$ cat config.mk
export PLATFORM = sky130hd
export DESIGN_NAME = gsc_top
export DESIGN_NICKNAME = d
export VERILOG_FILES = /design/src/gsc_pkg.sv /design/src/gsc_pin_map.sv /design/src/gsc_top.sv
export SDC_FILE = /design/constraint.sdc
export NUM_CORES = 1
export LEC_CHECK = 0
export BUFFER_PORTS_ARGS = -buffer_cell sky130_fd_sc_hd__buf_2
export CAP_MARGIN = 20
export CORE_AREA = 5 5 72 74
export CTS_CLUSTER_DIAMETER = 60
export CTS_CLUSTER_SIZE = 25
export DETAILED_ROUTE_END_ITERATION = 12
export DIE_AREA = 0 0 77 79
export PLACE_DENSITY = 0.67
export SLEW_MARGIN = 40
export SYNTH_ARGS = -nofsm -noshare
export SYNTH_HDL_FRONTEND = slang
export SYNTH_SLANG_ARGS = --single-unit
$ cat constraint.sdc
create_clock -name clk_sys -period 2.6 [get_ports clk_sys]
set_input_delay 0.13 -clock clk_sys [delete_from_list [all_inputs] [get_ports clk_sys]]
set_output_delay 0.13 -clock clk_sys [all_outputs]
set_load 0.05 [all_outputs]
$ cat src/gsc_pkg.sv
`default_nettype none
package gsc_pkg;
   localparam int unsigned ADDR_W = 32;
   localparam int unsigned DATA_W = 32;
   localparam int unsigned PIN_N = 14;
   localparam logic [31:0] PORT0_SET_OFS = 32'hffff_0d24;
   localparam logic [31:0] PORT0_CLR_OFS = 32'hffff_0d28;
   localparam logic [31:0] PORT1_SET_OFS = 32'hffff_0d34;
   localparam logic [31:0] PORT1_CLR_OFS = 32'hffff_0d38;
   localparam logic [31:0] PORT2_SET_OFS = 32'hffff_0d44;
   localparam logic [31:0] PORT2_CLR_OFS = 32'hffff_0d48;
   // field positions in the written word
   localparam int unsigned P0_LSB = 16;
   localparam int unsigned P0_MSB = 20;
   localparam int unsigned P1_LSB = 16;
   localparam int unsigned P1_MSB = 17;
   localparam int unsigned P2_LO_LSB = 16;
   localparam int unsigned P2_LO_MSB = 17;
   localparam int unsigned P2_HI_LSB = 21;
   localparam int unsigned P2_HI_MSB = 22;
   localparam logic [13:0] LATCH_RST = 14'h0000;
   localparam logic [31:0] READ_ZERO = 32'h0000_0000;
endpackage
`default_nettype wire

$ cat src/gsc_pin_map.sv
`timescale 1ns/1ps
`default_nettype none
// maps one written word into a 14-pin mask for the addressed port
module gsc_pin_map (
   input wire logic [1:0] port_sel,
   input wire logic [31:0] wdata,
   output logic [13:0] mask
);
   always_comb begin
      mask = 14'h0000;
      case (port_sel)
         2'b00: begin
            mask[4:0] = wdata[gsc_pkg::P0_MSB:gsc_pkg::P0_LSB];
         end
         2'b01: begin
            mask[6:5] = wdata[gsc_pkg::P1_MSB:gsc_pkg::P1_LSB];
         end
         2'b10: begin
            mask[8:7] = wdata[gsc_pkg::P2_LO_MSB:gsc_pkg::P2_LO_LSB];
            mask[13:12] = wdata[gsc_pkg::P2_HI_MSB:gsc_pkg::P2_HI_LSB];
         end
         default: begin
            mask = 14'h0000;
         end
      endcase
   end
endmodule
`default_nettype wire

$ cat src/gsc_top.sv
`timescale 1ns/1ps
`default_nettype none
module gsc_top (
   input wire logic clk_sys,
   input wire logic rst_n,
   input wire logic [31:0] addr,
   input wire logic [31:0] wdata,
   input wire logic wr_stb,
   input wire logic rd_stb,
   output logic [31:0] rdata,
   input wire logic data_wr,
   input wire logic [13:0] data_wval,
   output logic [13:0] pin_out
);
   logic [13:0] latch_q;
   logic [13:0] mask;
   logic [1:0] port_sel;
   logic is_set;
   logic hit;
   logic [31:0] rdata_q;

   // decode: port index, set/clear, hit
   always_comb begin
      hit = wr_stb;
      port_sel = 2'b11;
      is_set = 1'b0;
      case (addr)
         gsc_pkg::PORT0_SET_OFS: begin port_sel = 2'b00; is_set = 1'b1; end
         gsc_pkg::PORT0_CLR_OFS: begin port_sel = 2'b00; end
         gsc_pkg::PORT1_SET_OFS: begin port_sel = 2'b01; is_set = 1'b1; end
         gsc_pkg::PORT1_CLR_OFS: begin port_sel = 2'b01; end
         gsc_pkg::PORT2_SET_OFS: begin port_sel = 2'b10; is_set = 1'b1; end
         gsc_pkg::PORT2_CLR_OFS: begin port_sel = 2'b10; end
         default: begin hit = 1'b0; end
      endcase
   end

   gsc_pin_map u_map (
      .port_sel(port_sel),
      .wdata(wdata),
      .mask(mask)
   );

   // shared output latch; data-register write loads only when no set/clear write hits that cycle, set/clear only touch one-bits
   always_ff @(posedge clk_sys or negedge rst_n) begin
      if (!rst_n) begin
         latch_q <= gsc_pkg::LATCH_RST;
      end else if (hit && is_set) begin
         latch_q <= latch_q | mask;
      end else if (hit) begin
         latch_q <= latch_q & ~mask;
      end else if (data_wr) begin
         latch_q <= data_wval;
      end
   end

   // write-only words read as zero
   always_ff @(posedge clk_sys or negedge rst_n) begin
      if (!rst_n) begin
         rdata_q <= gsc_pkg::READ_ZERO;
      end else begin
         rdata_q <= gsc_pkg::READ_ZERO;
      end
   end

   assign rdata = rdata_q;
   assign pin_out = latch_q;

   a_set_drives: assert property (@(posedge clk_sys) disable iff (!rst_n)
      (wr_stb && addr == gsc_pkg::PORT1_SET_OFS) |=> (pin_out[6:5] ==
      ($past(pin_out[6:5]) | $past(wdata[17:16]))))
      else $error("port1 set not applied");
   a_clr_drives: assert property (@(posedge clk_sys) disable iff (!rst_n)
      (wr_stb && addr == gsc_pkg::PORT2_CLR_OFS) |=> (pin_out[13:12] ==
      ($past(pin_out[13:12]) & ~$past(wdata[22:21]))))
      else $error("port2 clear not applied");
   a_p0_clear: assert property (@(posedge clk_sys) disable iff (!rst_n)
      (wr_stb && addr == gsc_pkg::PORT0_CLR_OFS) |=> (pin_out[4:0] ==
      ($past(pin_out[4:0]) & ~$past(wdata[20:16]))))
      else $error("port0 clear not applied");
   a_other_kept: assert property (@(posedge clk_sys) disable iff (!rst_n)
      (wr_stb && addr == gsc_pkg::PORT0_SET_OFS) |=> (pin_out[13:5] ==
      $past(pin_out[13:5])))
      else $error("other port disturbed");
   a_read_zero: assert property (@(posedge clk_sys) disable iff (!rst_n)
      rd_stb |=> rdata == 32'h0000_0000)
      else $error("read not zero");
   a_p2_set: assert property (@(posedge clk_sys) disable iff (!rst_n)
      (wr_stb && addr == gsc_pkg::PORT2_SET_OFS) |=> (pin_out[8:7] ==
      ($past(pin_out[8:7]) | $past(wdata[17:16]))))
      else $error("port2 set not applied");
   a_p1_clr: assert property (@(posedge clk_sys) disable iff (!rst_n)
      (wr_stb && addr == gsc_pkg::PORT1_CLR_OFS) |=> (pin_out[6:5] ==
      ($past(pin_out[6:5]) & ~$past(wdata[17:16]))))
      else $error("port1 clear not applied");
   a_p0_set: assert property (@(posedge clk_sys) disable iff (!rst_n)
      (wr_stb && addr == gsc_pkg::PORT0_SET_OFS) |=> (pin_out[4:0] ==
      ($past(pin_out[4:0]) | $past(wdata[20:16]))))
      else $error("port0 set not applied");
endmodule
`default_nettype wire

# Word-level counts from Yosys, hierarchy flattened

Cells that the tools add are included.

Bits in writable memories: 0
ROM bits: 0
Register bits after elaboration: 14
Memories: 0
Word-level logic and storage cells: 30
Latch bits: 0

Equal/unequal tests: 8
Bitwise logic cells: 3
Reductions and logical operators: 8
$add $sub $neg: 0
$mul: 0
Shift operators: 0
Divide/modulo/power cells: 0
Multiplexer cells: 10
Order comparisons: 0

Operator list:

| operator                                                        | count |
|---|---|
| 32-bit == test, second input constant                           | 6 |
| 14-bit 2-to-1 mux                                               | 3 |
| 14-bit AND                                                      | 1 |
| 14-bit NOT                                                      | 1 |
| 14-bit bitwise OR                                               | 1 |
| 2-bit 2-to-1 mux                                                | 3 |
| 2-bit case mux with 3 select lines                              | 1 |
| 2-bit OR reduction                                              | 3 |
| 6-bit OR reduction                                              | 1 |
| 5-bit 2-to-1 mux                                                | 1 |
| 3-bit nonzero test                                              | 1 |
| 3-bit OR reduction                                              | 1 |
| 2-bit by 1-bit == test with 1-bit output, second input constant | 1 |
| 2-bit == test, second input constant                            | 1 |
| 2-bit zero test                                                 | 1 |
| 1-bit 2-to-1 mux                                                | 2 |
| 1-bit logical AND                                               | 1 |

# Longest topological paths before layout

Word-level depth: 9
Depth in mapped cells: 7

# Modules after synthesis

From an unflattened synthesis, not the netlist that was laid out.

Cells, all modules: 133
Area, all modules: 1,331.3 µm²

Modules (own cells, without submodules):

| module      | area each (µm²) | cells an instance | seq. area each (µm²) | instances |
|---|---|---|---|---|
| gsc_top     | 1,166.1         | 116               | 350.3                | 1 |
| gsc_pin_map | 165.2           | 17                | 0.0                  | 1 |

# Worst setup path before layout

No wires, ideal clock.

Path type: in2reg
From: input addr[30]
To: register latch_q[13] (netlist: pin_out[13])
Stages: 6
Library setup time: 0.126 ns
Data arrival time: 1.659 ns
Slack: 0.815 ns
Path through: nand4_1 or4_4 or3_4 buf_6 mux2_4 o32a_1

Longest elaborated chain between the ends: 9

RTL lines:

| what                               | line              | RTL |
|---|---|---|
| start: declaration                 | gsc_top.sv:6      | `input wire logic [31:0] addr,` |
| 32-bit == test                     | gsc_top.sv:27     | `case (addr)` |
| 2-bit OR reduction (no line)       | n/a               |  |
| 2-bit case mux with 3 select lines | gsc_top.sv:27     |  |
| 2-bit == test                      | gsc_pin_map.sv:11 | `case (port_sel)` |
| 2-bit 2-to-1 mux                   | gsc_pin_map.sv:11 |  |
| 14-bit NOT                         | gsc_top.sv:51     | `latch_q <= latch_q & ~mask;` |
| 14-bit AND                         | gsc_top.sv:51     |  |
| 14-bit 2-to-1 mux                  | gsc_top.sv:50     | `end else if (hit) begin` |
| 14-bit 2-to-1 mux                  | gsc_top.sv:48     | `end else if (hit && is_set) begin` |
| end signal: assignment             | gsc_top.sv:49     | `latch_q <= latch_q \| mask;` |
| end signal: assignment             | gsc_top.sv:51     |  |
| end signal: assignment             | gsc_top.sv:53     | `latch_q <= data_wval;` |
| end: declaration                   | gsc_top.sv:15     | `logic [13:0] latch_q;` |

Several ways; a longest one is shown, not always the timed one.
A chain may end at the register's enable or synchronous reset.

# Worst setup path in the final report

From: input addr[13]
To: register latch_q[13] (netlist: pin_out[13])

Same word-level chain as after synthesis.

==> impl_metrics.toml <==
[run_status]
status = "finished clean"

[routing]
ant_nets = 0
via_per_inst = 4.42
wire_per_inst_um = 12.4
routed_wl_um = 3250
routed-via-count = 1158
drc = 0
first_iter_violations = 26
drt-pass1-iter-count = 4

[clock_tree]
cts_max_level = 1
cts_buffer_depth = 2
clock_sinks = 14
clk_latency_ns = 0.24
clk_pin_slew_ns = 0.05
cts_buffers = 3
postCtsSetupBuffers = 0
cts_tree = "yes"
cts_root_buf = "clkbuf_8"

[sta]
final.setup.tns_ns = 0
rsz0062_at_grt = "false"
slew_headroom_pct = 57.9
finalHoldWorstSlack_ns = 0.107
min_period_ns = 1.70
fmax_ghz = 0.587
clock_skew_ns = 0
fin_crit_sh_pct = 65.5
worst_slew_pin_slew_ns = 0.632
drv_slew = 0
setup_viol = 0
hold_viol_final = 0

[grt]
grt_use_total_pct = 9.74
grt_start_max_net_pins = 16
grt_overflow = 0
grt_pass1_vias = 1081
antenna_found_initial = 0
grt_pass1_wl_um = 4910

[synth]
synth.top_cell.area_share_pct = 27.6
synth_commonest_cells = "32 x buf_4, 14 x dfrtp_1, 10 x nand2_1"
netlist_instances = 138
synth_area_sq_um = 1270
synth_flop_cell = "dfrtp_1"
ys_async_sr_fraction_pct = 100
synth.distinct_cells = 40
synth_seq_cells = 14
synth_area_leaders = "dfrtp_1 28%, buf_4 19%, mux2_1 7.1%, o41ai_1 3.4%, nand2_1 3.0%"
avgSynthCellArea_sq_um = 9.20
synth_top_area_cell = "dfrtp_1"
ys_warn_count = 0
ys_seq_area_share_pct = 27.6
synth_edf_count = 0
yosysMostFrequentCell = "buf_4"

[setup_path]
r2r-end = "pin_out[2]"
r2r_slack_ns = 1.59
worst-path-buf-inv = 1
end_kind = "register"
critPathTopFamily = "simple AND/OR/NAND/NOR gates"
crit_required_ns = 2.72
crit_start = "addr[13]"
arrival_ns = 1.82
crit_path_start_kind = "input pin"
slowest_stage = "or3_4"
max_stage_delay_ns = 0.51
worstPathMaxFanout = 11
cp_cell_sequence = "buf_2 -> nor4_4 -> o2111ai_2 -> or3_4 -> mux2_4 -> o32a_1"
reg2reg_depth = 3
critPathKind = "in -> reg"
r2r_start = "pin_out[2]"

[cells_and_area]
syn_to_final_growth_pct = 24.5
diodes = 0
largest_reg_flops = 14
nets = 293
final_cells = 262
fill_cells = 486
finalInstanceArea_sq_um = 1580
post_route_cells_drive_above_1_share_pct = 38.9

[place]
place_area_sq_um = 1530
dp.cells = 258
placement.io_buffers = 70
gp_congestion = 0.688
hpwlAfterDp_um = 2800

[power_and_ir_drop]
p_per_area_nw_per_um2 = 463
leakage_nw = 0.779
power_mw = 0.733
peakVddDrop_mv = 0.314

[min_path]
hold_depth = 2
holdPathEnd = "pin_out[1]"
hp-class = "in -> reg"
hp-start = "data_wval[1]"

[floorplanning]
die_x_um = 77
die_h_um = 79
core.rowCount = 25
core_area_sq_um = 4540
io_pins = 129
fp.dieArea_sq_um = 6080
start_util_pct = 28.0

[job]
drv_cap = 0
## layout make-up
cell class                      count  area (sq um)  share of cell area, %
Multi-Input combinational cell    112           732                   46.3
Timing Repair Buffer               71           360                   22.8
Sequential cell                    14           350                   22.2
Tap cell                           54          67.6                   4.27
Clock buffer                        3          41.3                   2.61
Inverter                            8          30.0                   1.90
## report_power, final
group | internal, mW | switching, mW | leakage (nW)
Sequential | 0.239 | 0.0103 | 0.161
Combinational | 0.0778 | 0.235 | 0.596
Clock | 0.102 | 0.0684 | 0.0216
## worst register-to-register path, stage by stage (launching register included)
cell and delay (ns):
dfrtp_1 0.38, o41ai_1 0.06, o21ai_0 0.16, mux2_1 0.29
## logic make-up (layout without fill, tap and decap cells)
kind of cell,Yosys count,in the layout,share of synthesized area (%)
other,1,32,0.295
xor gates and xnor gates,1,1,0.690
and+or+nand+nor,45,45,23.0
AOI/OAI and AO/OA,21,21,12.6
DFF,14,14,27.6
buffers and inverters,43,82,23.9
muxes,13,13,11.9
## metal layers
| metal | up-vias | wire length [um] | global-route usage, % |
|---|---|---|---|
| met3 | 2 | 327 | 2.38 |
| met2 | 53 | 1660 | 17.1 |
| met4 | 0 | 19 | 3.09 |
| li1 | 571 | - | - |
| met1 | 532 | 1250 | 11.6 |
| met5 | - | 0 | 0 |
## worst max path at each step
stage	endpoint	slack [ns]	cells after the start
4_1_cts	pin_out[13]	0.89	6
3_5_place_dp	pin_out[7]	0.63	6
6_report	pin_out[13]	0.90	6
3_3_place_gp	pin_out[13]	0.65	6
2_1_floorplan	pin_out[13]	0.81	6
5_1_grt	pin_out[13]	0.79	6
## metrics by stage
step / worst slack (ns) / utilization, %
after CTS: 0.886 / 34.9
after floorplan: 0.815 / -
final: 0.897 / 34.9
after detailed placement: 0.627 / 33.7
after global routing: 0.789 / 34.9
after global placement: 0.647 / 33.7
## layout by cell type, fill, tap and decap left out, drive strengths merged, types with 5 or more instances in the layout
master,instances
o41ai,5
dfrtp,14
buf,70
o21ai,5
conb,32
inv,8
nand2,10
mux2,11
nand4,5
nor2,5
## timing repair
item | 4_1_cts | 5_1_grt
hold buffers | 1 | 0
endpoints found under the setup margin | 0 | 0
hold endpoints to repair | 14 | 0
resized for setup | 0 | 0
No activity file was read; power rests on OpenSTA's default activity.
